$ cat config.mk
export PLATFORM = sky130hd
export DESIGN_NAME = gpt_timer_set
export DESIGN_NICKNAME = d
export VERILOG_FILES = /design/src/rtl/gpt_pkg.sv /design/src/rtl/gpt_timer_set.sv
export SDC_FILE = /design/constraint.sdc
export NUM_CORES = 1
export LEC_CHECK = 0
export ABC_CLOCK_PERIOD_IN_PS = 3590
export BUFFER_PORTS_ARGS = -buffer_cell sky130_fd_sc_hd__buf_2
export CAP_MARGIN = 20
export CORE_AREA = 5 5 217 261
export CTS_CLUSTER_DIAMETER = 150
export DETAILED_ROUTE_END_ITERATION = 10
export DIE_AREA = 0 0 222 266
export GPL_TIMING_DRIVEN = 0
export PLACE_DENSITY = 0.71
export REMOVE_ABC_BUFFERS = 1
export SLEW_MARGIN = 20
export SYNTH_ARGS = -nofsm -noshare
export SYNTH_HDL_FRONTEND = slang
export SYNTH_SLANG_ARGS = --single-unit
$ cat constraint.sdc
create_clock -name clk -period 3.59 [get_ports clk]
set_clock_uncertainty 0.05 [all_clocks]
set_input_delay 0.1795 -clock clk [delete_from_list [all_inputs] [get_ports clk]]
set_output_delay 0.1795 -clock clk [all_outputs]
set_load 0.02 [all_outputs]
$ cat src/rtl/gpt_pkg.sv
// gpt_pkg: register map, control field layout and bus carrier for the timer set
// assumes a single 100 MHz clock domain and a plain address/strobe register port
package gpt_pkg;

    // ==========================================================
    // register map
    localparam int ADDR_W = 6;                      // word index width
    localparam int DATA_W = 16;                     // register width
    localparam int IDX_W = 4;                       // timer index field of the address
    localparam logic [1:0] OFS_CTRL = 2'h0;         // control word of a timer
    localparam logic [1:0] OFS_PERIOD = 2'h1;       // period word of a timer
    localparam logic [1:0] OFS_COUNT = 2'h2;        // count word of a timer
    localparam logic [5:0] ADDR_FLAGS = 6'h03;      // sticky match/gate flags

    // ==========================================================
    // writable bit masks and reset values
    localparam logic [15:0] MASK_SOLO = 16'hA076;   // run, idle, gate, prescale, sync, source
    localparam logic [15:0] MASK_EVEN = 16'hA07A;   // run, idle, gate, prescale, pair, source
    localparam logic [15:0] MASK_ODD = 16'hA072;    // run, idle, gate, prescale, source
    localparam logic [15:0] CTRL_RST = 16'h0000;
    localparam logic [15:0] PERIOD_RST = 16'hFFFF;
    localparam logic [15:0] COUNT_RST = 16'h0000;

    // ==========================================================
    // prescaler terminal counts (ratio minus one)
    localparam logic [7:0] PRE_T1 = 8'h00;
    localparam logic [7:0] PRE_T8 = 8'h07;
    localparam logic [7:0] PRE_T64 = 8'h3F;
    localparam logic [7:0] PRE_T256 = 8'hFF;

    // prescale ratio codes
    typedef enum logic [1:0] {
        GPT_PS_1 = 2'b00,
        GPT_PS_8 = 2'b01,
        GPT_PS_64 = 2'b10,
        GPT_PS_256 = 2'b11
    } gpt_presc_t;

    // control word, bit 15 down to bit 0
    typedef struct packed {
        logic timer_run;              // bit 15
        logic rsv14;
        logic idle_halt;              // bit 13
        logic [5:0] rsv12_7;
        logic gate_accum_enable;      // bit 6
        gpt_presc_t prescale_select;  // bits 5-4
        logic pair_mode_select;       // bit 3
        logic ext_clock_sync_select;  // bit 2
        logic clock_source_select;    // bit 1
        logic rsv0;
    } gpt_ctrl_t;

    // register port request, all strobes one cycle
    typedef struct packed {
        logic [ADDR_W-1:0] addr;
        logic [DATA_W-1:0] wdata;
        logic wr;
        logic rd;
    } gpt_bus_req_t;

endpackage

$ cat src/rtl/gpt_timer_set.sv
// gpt_timer_set: one standalone 16-bit timer plus pairable 16/32-bit timer units
// assumes clk at 100 MHz, srst synchronous, pins asynchronous to clk
//
// Overview of operation
// solo timer: timer, sync or async counter
// solo flag on period match or gate fall
// run bit 15 starts and stops counting
// idle-halt bit 13 stops timer in idle
// gate enable ignored with external clock
// prescale bits 5-4 divide 1/8/64/256
// sync bit 2 selects synchronised external clock
// source bit 1 picks pin rising edge
// software sets mode, period, interrupt first
// unit is two 16-bit or one 32-bit
// pair offers 32-bit timer and counter
// even timer low half, odd high half
// pair ignores odd timer control and pins
// pair interrupt reported on odd flag
// odd period high, even period low half
// 32-bit count readable, odd word high
// pair bit joins; clearing splits timers
// software sets run bit last
// pair flags on 32-bit period match
// pair 0/1 trigger converters 0/1
// only first pair: time base, DMA
// timers run in idle and sleep; here only the async solo timer runs in sleep
// pair bit 3 of even control register
// software clears idle-halt for idle pair
// match returns count to zero, continues
// gated mode counts only while gate high
`timescale 1ns/1ps

// ==========================================================
// per-timer clock front end: pin sync, source select, prescaler
module gpt_chan #(
    parameter bit ALLOW_ASYNC = 1'b0
) (
    input wire logic clk,
    input wire logic srst,
    input wire gpt_pkg::gpt_ctrl_t ctrl,
    input wire logic pin,
    input wire logic idle_mode,
    input wire logic sleep_mode,
    output logic tick,
    output logic gate_fall,
    output logic gated,
    output logic gate_lvl
);
    logic pin_s1;       // first sync stage
    logic pin_s2;       // second sync stage
    logic pin_s3;       // previous level for edges
    logic run_async;    // counter keeps going through sleep
    logic halted;       // stopped by power mode
    logic src;          // one source event this cycle
    logic enable;       // event reaches the prescaler
    logic [7:0] pre;    // prescaler count
    logic [7:0] term;   // prescaler terminal

    // pin synchroniser, no logic reads the first stage
    always_ff @(posedge clk) begin
        if (srst) begin
            pin_s1 <= 1'b0;
            pin_s2 <= 1'b0;
            pin_s3 <= 1'b0;
        end else begin
            pin_s1 <= pin;
            pin_s2 <= pin_s1;
            pin_s3 <= pin_s2;
        end
    end

    // source, gating and power-mode qualification
    always_comb begin
        gated = ctrl.gate_accum_enable & ~ctrl.clock_source_select;
        run_async = ALLOW_ASYNC & ctrl.clock_source_select & ~ctrl.ext_clock_sync_select;
        halted = (idle_mode & ctrl.idle_halt) | (sleep_mode & ~run_async);
        if (ctrl.clock_source_select) begin
            src = pin_s2 & ~pin_s3;
        end else begin
            src = ~gated | pin_s2;
        end
        enable = ctrl.timer_run & ~halted & src;
        gate_lvl = pin_s2;
        gate_fall = gated & ctrl.timer_run & pin_s3 & ~pin_s2;
    end

    // terminal count per ratio
    always_comb begin
        case (ctrl.prescale_select)
            gpt_pkg::GPT_PS_1: term = gpt_pkg::PRE_T1;
            gpt_pkg::GPT_PS_8: term = gpt_pkg::PRE_T8;
            gpt_pkg::GPT_PS_64: term = gpt_pkg::PRE_T64;
            gpt_pkg::GPT_PS_256: term = gpt_pkg::PRE_T256;
            default: term = gpt_pkg::PRE_T1;
        endcase
    end

    // prescaler, cleared while stopped
    always_ff @(posedge clk) begin
        if (srst || !ctrl.timer_run) begin
            pre <= 8'h00;
        end else if (enable) begin
            pre <= (pre >= term) ? 8'h00 : pre + 8'h01;
        end
    end

    // count event out
    assign tick = enable && (pre >= term);
endmodule // gpt_chan

// ==========================================================
// top: register port, counters, flags, event outputs
module gpt_timer_set #(
    parameter int NUM_PAIRS = 4
) (
    input wire logic clk,
    input wire logic srst,
    input wire gpt_pkg::gpt_bus_req_t bus_req,
    output logic [15:0] rd_data,
    input wire logic idle_mode,
    input wire logic sleep_mode,
    input wire logic [2*NUM_PAIRS:0] ext_pin,
    output logic [2*NUM_PAIRS:0] irq_flag,
    output logic [1:0] conv_trigger,
    output logic [1:0] dma_trigger,
    output logic [15:0] timebase_lo,
    output logic [15:0] timebase_hi
);
    localparam int NT = 2 * NUM_PAIRS + 1; // timer 0 solo, then pairs
    gpt_pkg::gpt_ctrl_t ctrl [NT];  // control words
    logic [15:0] per [NT];          // period words
    logic [15:0] cnt [NT];          // live counts
    logic [NT-1:0] mt;              // registered match pulses
    logic [NT-1:0] tick;            // count events
    logic [NT-1:0] gfall;           // gate falling edges
    logic [NT-1:0] gated;           // gated mode active
    logic [NT-1:0] glvl;            // synced gate level
    logic [NT-1:0] sel;             // address hits timer
    logic [NT-1:0] cnt_wr;          // count word write
    logic [NT-1:0] ev;              // flag set events
    logic [NT-1:0] flags;           // sticky flags
    logic [1:0] ofs;                // word within timer

    // step a 16-bit count: match bit over next value
    function automatic logic [16:0] gpt_step(input logic [15:0] c, input logic [15:0] p);
        logic m;
        m = (c == p);
        gpt_step = {m, m ? 16'h0000 : c + 16'h0001};
    endfunction
    assign ofs = bus_req.addr[1:0];

    // ==========================================================
    // address decode and clock front ends
    for (genvar i = 0; i < NT; i++) begin : g_chan
        assign sel[i] = (bus_req.addr[5:2] == 4'(i));
        assign cnt_wr[i] = bus_req.wr && sel[i] && (ofs == gpt_pkg::OFS_COUNT);
        gpt_chan #(
            .ALLOW_ASYNC(i == 0)
        ) u_chan (
            .clk(clk),
            .srst(srst),
            .ctrl(ctrl[i]),
            .pin(ext_pin[i]),
            .idle_mode(idle_mode),
            .sleep_mode(sleep_mode),
            .tick(tick[i]),
            .gate_fall(gfall[i]),
            .gated(gated[i]),
            .gate_lvl(glvl[i])
        );
    end

    // ==========================================================
    // control and period registers
    always_ff @(posedge clk) begin
        for (int i = 0; i < NT; i++) begin
            if (srst) begin
                ctrl[i] <= gpt_pkg::CTRL_RST;
                per[i] <= gpt_pkg::PERIOD_RST;
            end else if (bus_req.wr && sel[i]) begin
                if (ofs == gpt_pkg::OFS_CTRL) begin
                    ctrl[i] <= bus_req.wdata & (i == 0 ? gpt_pkg::MASK_SOLO
                        : (i % 2 == 1) ? gpt_pkg::MASK_EVEN : gpt_pkg::MASK_ODD);
                end else if (ofs == gpt_pkg::OFS_PERIOD) begin
                    per[i] <= bus_req.wdata;
                end
            end
        end
    end

    // ==========================================================
    // standalone timer counter
    logic [15:0] c_solo;
    logic m_solo;
    logic [16:0] s_solo;
    assign s_solo = gpt_step(c_solo, per[0]);

    // count, wrap on period, software load wins
    always_ff @(posedge clk) begin
        if (srst) begin
            c_solo <= gpt_pkg::COUNT_RST;
            m_solo <= 1'b0;
        end else begin
            m_solo <= 1'b0;
            if (tick[0]) begin
                c_solo <= s_solo[15:0];
                m_solo <= s_solo[16];
            end
            if (cnt_wr[0]) begin
                c_solo <= bus_req.wdata;
            end
        end
    end
    assign cnt[0] = c_solo;
    assign mt[0] = m_solo;
    assign ev[0] = gated[0] ? gfall[0] : m_solo;

    // ==========================================================
    // pairable units
    for (genvar p = 0; p < NUM_PAIRS; p++) begin : g_pair
        localparam int LO = 1 + 2 * p;
        localparam int HI = 2 + 2 * p;
        logic [15:0] c_lo;
        logic [15:0] c_hi;
        logic m_lo;
        logic m_hi;
        logic [31:0] c32;
        logic [31:0] p32;
        logic [16:0] s_lo;
        logic [16:0] s_hi;
        logic joined;

        assign joined = ctrl[LO].pair_mode_select;
        assign c32 = {c_hi, c_lo};
        assign p32 = {per[HI], per[LO]};
        assign s_lo = gpt_step(c_lo, per[LO]);
        assign s_hi = gpt_step(c_hi, per[HI]);

        // 32-bit uses even timer tick only, else halves run alone
        always_ff @(posedge clk) begin
            if (srst) begin
                c_lo <= gpt_pkg::COUNT_RST;
                c_hi <= gpt_pkg::COUNT_RST;
                m_lo <= 1'b0;
                m_hi <= 1'b0;
            end else begin
                m_lo <= 1'b0;
                m_hi <= 1'b0;
                if (joined) begin
                    if (tick[LO]) begin
                        if (c32 == p32) begin
                            c_lo <= 16'h0000;
                            c_hi <= 16'h0000;
                            m_hi <= 1'b1;
                        end else begin
                            {c_hi, c_lo} <= c32 + 32'h0000_0001;
                        end
                    end
                end else begin
                    if (tick[LO]) begin
                        c_lo <= s_lo[15:0];
                        m_lo <= s_lo[16];
                    end
                    if (tick[HI]) begin
                        c_hi <= s_hi[15:0];
                        m_hi <= s_hi[16];
                    end
                end
                if (cnt_wr[LO]) begin
                    c_lo <= bus_req.wdata;
                end
                if (cnt_wr[HI]) begin
                    c_hi <= bus_req.wdata;
                end
            end
        end

        assign cnt[LO] = c_lo;
        assign cnt[HI] = c_hi;
        assign mt[LO] = m_lo;
        assign mt[HI] = m_hi;
        // even flag silent while joined, odd flag carries the pair
        assign ev[LO] = joined ? 1'b0 : (gated[LO] ? gfall[LO] : m_lo);
        assign ev[HI] = joined ? (gated[LO] ? gfall[LO] : m_hi)
                               : (gated[HI] ? gfall[HI] : m_hi);
    end

    // ==========================================================
    // sticky flags: write one to clear, a new event wins
    always_ff @(posedge clk) begin
        if (srst) begin
            flags <= '0;
        end else if (bus_req.wr && bus_req.addr == gpt_pkg::ADDR_FLAGS) begin
            flags <= (flags & ~bus_req.wdata[NT-1:0]) | ev;
        end else begin
            flags <= flags | ev;
        end
    end

    // ==========================================================
    // read port, data one cycle after the strobe
    always_ff @(posedge clk) begin
        if (srst) begin
            rd_data <= 16'h0000;
        end else begin
            rd_data <= 16'h0000;
            if (bus_req.rd && bus_req.addr == gpt_pkg::ADDR_FLAGS) begin
                rd_data <= 16'(flags);
            end else if (bus_req.rd) begin
                for (int i = 0; i < NT; i++) begin
                    if (sel[i]) begin
                        case (ofs)
                            gpt_pkg::OFS_CTRL: rd_data <= ctrl[i];
                            gpt_pkg::OFS_PERIOD: rd_data <= per[i];
                            gpt_pkg::OFS_COUNT: rd_data <= cnt[i];
                            default: rd_data <= 16'h0000;
                        endcase
                    end
                end
            end
        end
    end

    // ==========================================================
    // outputs toward converters, capture/compare and DMA
    assign irq_flag = flags;
    assign conv_trigger = {mt[4], mt[2]};
    assign dma_trigger = {mt[2], mt[1]};
    assign timebase_lo = cnt[1];
    assign timebase_hi = cnt[2];
endmodule // gpt_timer_set
==> out/results.txt <==
Hold/Removal Path Class: input port to flop
Yosys reg bits: 480
most common cell after layout, fill and taps aside: nor2_1
fill count: 4675
crit share post-route: 94.7%
Post-synth top flop: dfxtp_1
port bufs: 97
Netlist cell types: 104
first-pass GRT wire length: 147000 µm
overall routing resource usage: 31.5%
CTS Buffer Depth: 3
area leader, netlist: edfxtp_1
GRT overflow: 0
Post-DP HPWL: 63600 µm
CP max FO: 13
share of the synthesized area in the top cell type: 20.9%
CTS tree: done
clock-pin transition on the worst setup and hold timing paths: 70 ps
Slew Limit Headroom: 18.8%
fin nets: 3371
Worst-Margin Slew: 1190 ps
Max VDD drop: 0.421 mV
Gate Count Post-Synth: 3310
Die Wd: 222 µm
Starting Density: 54.5%
Avg Synthesized Cell Area: 8.81 µm²
CORE AREA: 53500 µm²
max-slew violations: 0
Final Hold Viols: 0
Post-synth ARST share: 0%
Crit. End Element: flop
commonest non-fill, non-tap cells in the layout: 349 x nor2_1, 277 x dfxtp_1, 228 x nand2_1
status: finished clean
Sequential cell area: 11600 µm²
Worst-Skew Late Latency: 630 ps
fmax: 294 MHz
largest net degree at the start of global routing: 116
design area: 31800 µm²
H-tree depth: 2
P_leak: 11.3 nW
vias: 26599
area of the multi-input gates: 16300 µm²
initial antenna violation count: 6
CTS root buf: clkbuf_16
DR iter-0 viols: 3022
number of synthesis warnings: 0
placed cell areas: 29900 µm²
Worst setup SP type: flop
Synth Cell Area: 29200 µm²
crit path DAT: 3870 ps
final setup fails: 0
# rows: 93
crit path time final: 3400 ps
Seq/Total Area, Yosys: 39.9%
Die Area: 59100 µm²
Die Span Y: 266 µm
total of max-cap violations: 0
DRC: 0
final wirelength: 98000 µm
Critical Path RT: 4060 ps
cts bufs inserted: 52
RSZ-0062 raised after global routing: false
TritonCTS Sinks: 480
GPL Wtd Cong: 0.976
Cell Pwr Density: 400 nW/µm²
final design utilization: 59.4%
Setup CP Type: flop to flop
Avg WL per Cell: 24.5 µm
share of layout cells above drive strength 1: 13.1%
Vias/cell: 6.64
Placement Setup Slack: -668 ps
Antenna Nets Post-Route: 0
Area growth, synth to finish: 9.04%
drt pass-1 iters: 7
Final Worst Setup Slack: 191 ps
leading post-synthesis cells by cell area: edfxtp_1 21%, dfxtp_1 19%, nor2_1 4.6%
# IOs: 98
vias in the first global route: 24981
EDFF count, synth: 203
-- stage by stage --
stage          cells  power (mW)  hold WS, ps  TNS (ps)
3_3_place_gp    3867        7.18          345   -979570
5_1_grt         3998        13.0         78.9         0
6_report        4003        12.7         82.3         0
2_1_floorplan   3058        6.66          192    -37080
4_1_cts         3994        12.7         38.4         0
3_5_place_dp    3885        7.23          348     -8150
-- layer usage --
metal	wire length (µm)	global-route usage (%)	up-vias	share of wire, %
met2	45400	52.0	1597	46
met4	5460	14.9	6	5.6
met1	36200	39.5	12663	37
met3	10800	6.93	384	11
li1	-	-	11949	-
met5	34	0	-	0.035
-- final timing paths --
check,end,slack [ps],depth (start not counted),from
min reg2reg,g_chan[2].u_chan.gate_lvl$_SDFF_PP0_,390,1,g_chan[2].u_chan.pin_s1$_SDFF_PP0_
min,irq_flag[4]$_SDFF_PP0_,80,6,bus_req[1]
max,g_pair[3].c_hi[2]$_SDFFE_PP0P_,190,10,ctrl[7][4]$_SDFFCE_PN0P_
max reg2reg,g_pair[3].c_hi[2]$_SDFFE_PP0P_,190,10,ctrl[7][4]$_SDFFCE_PN0P_
-- cell type report --
class,instances,share of cell area [%]
clock inverter,24,0.748
multi-input combinational,2512,51.3
sequential,480,36.6
timing repair buffer,131,3.05
clock buffer,72,4.65
inverter,67,0.791
antenna,5,0.0393
tap,712,2.80
-- where the power goes --
group	switching [mW]	internal, mW
Sequential	0.199	5.86
Clock	2.37	3.17
Combinational	0.765	0.362
Total	3.34	9.39
-- cells in the mapped netlist, drive strengths merged, types with 9 or more instances --
master and count:
o211ai 10, o311a 16, and4 14, and3 41
o31ai 13, a31oi 24, buf 110, nor2b 51
xnor2 88, nand3 99, nand2 230, o21a 11
o22ai 47, a21oi 178, a311oi 59, or4 9
nor2 361, a221oi 36, nor4 55, or2 162
nor3 76, ha 90, nand3b 37, nand4 55
nor3b 18, nand2b 32, and2 74, o21bai 13
clkbuf 142, edfxtp 203, or3 9, xor2 127
a21o 30, a22oi 66, o21ai 163, inv 67
mux2i 62, dfxtp 277, a211oi 52
-- logic make-up (layout without fill, tap and decap cells) --
group	Yosys count	count (layout)	synth area share, %
and+or+nand+nor	1346	1346	24.2
AOI/OAI and AO/OA	797	798	18.6
DFF	480	480	39.9
buffers and inverters	319	294	4.69
xor gates and xnor gates	215	215	6.46
adders and majority gates	90	90	3.86
muxes	63	63	2.21
other	0	5	0
-- worst max-delay path, stage by stage (launching register included) --
cell and delay [ps]:
edfxtp_1 430, or2_2 330, ha_1 270, nand2b_1 100, a31oi_1 80, o211ai_1 270
and3_4 310, mux2i_2 210, buf_6 210, or4_1 700, o41ai_2 330
-- state kept, by name, summed over array words and instances (netlist names), 16 cells and up --
signal,count
per,144
g_chan.u_chan.pre,72
ctrl,59
g_pair.c_hi,48
g_pair.c_lo,48
c_solo,16
rd_data,16
timebase_hi,16
timebase_lo,16
-- what timing repair did --
item | 4_1_cts | 5_1_grt
resized for setup | 1 | 9
hold buffers | 12 | 0
gates cloned | 1 | 0
setup endpoints to repair | 9 | 59
buffers inserted | 0 | 4
hold endpoints to repair | 20 | 0
pin swaps | 1 | 1
No activity file was read; power rests on OpenSTA's default activity.
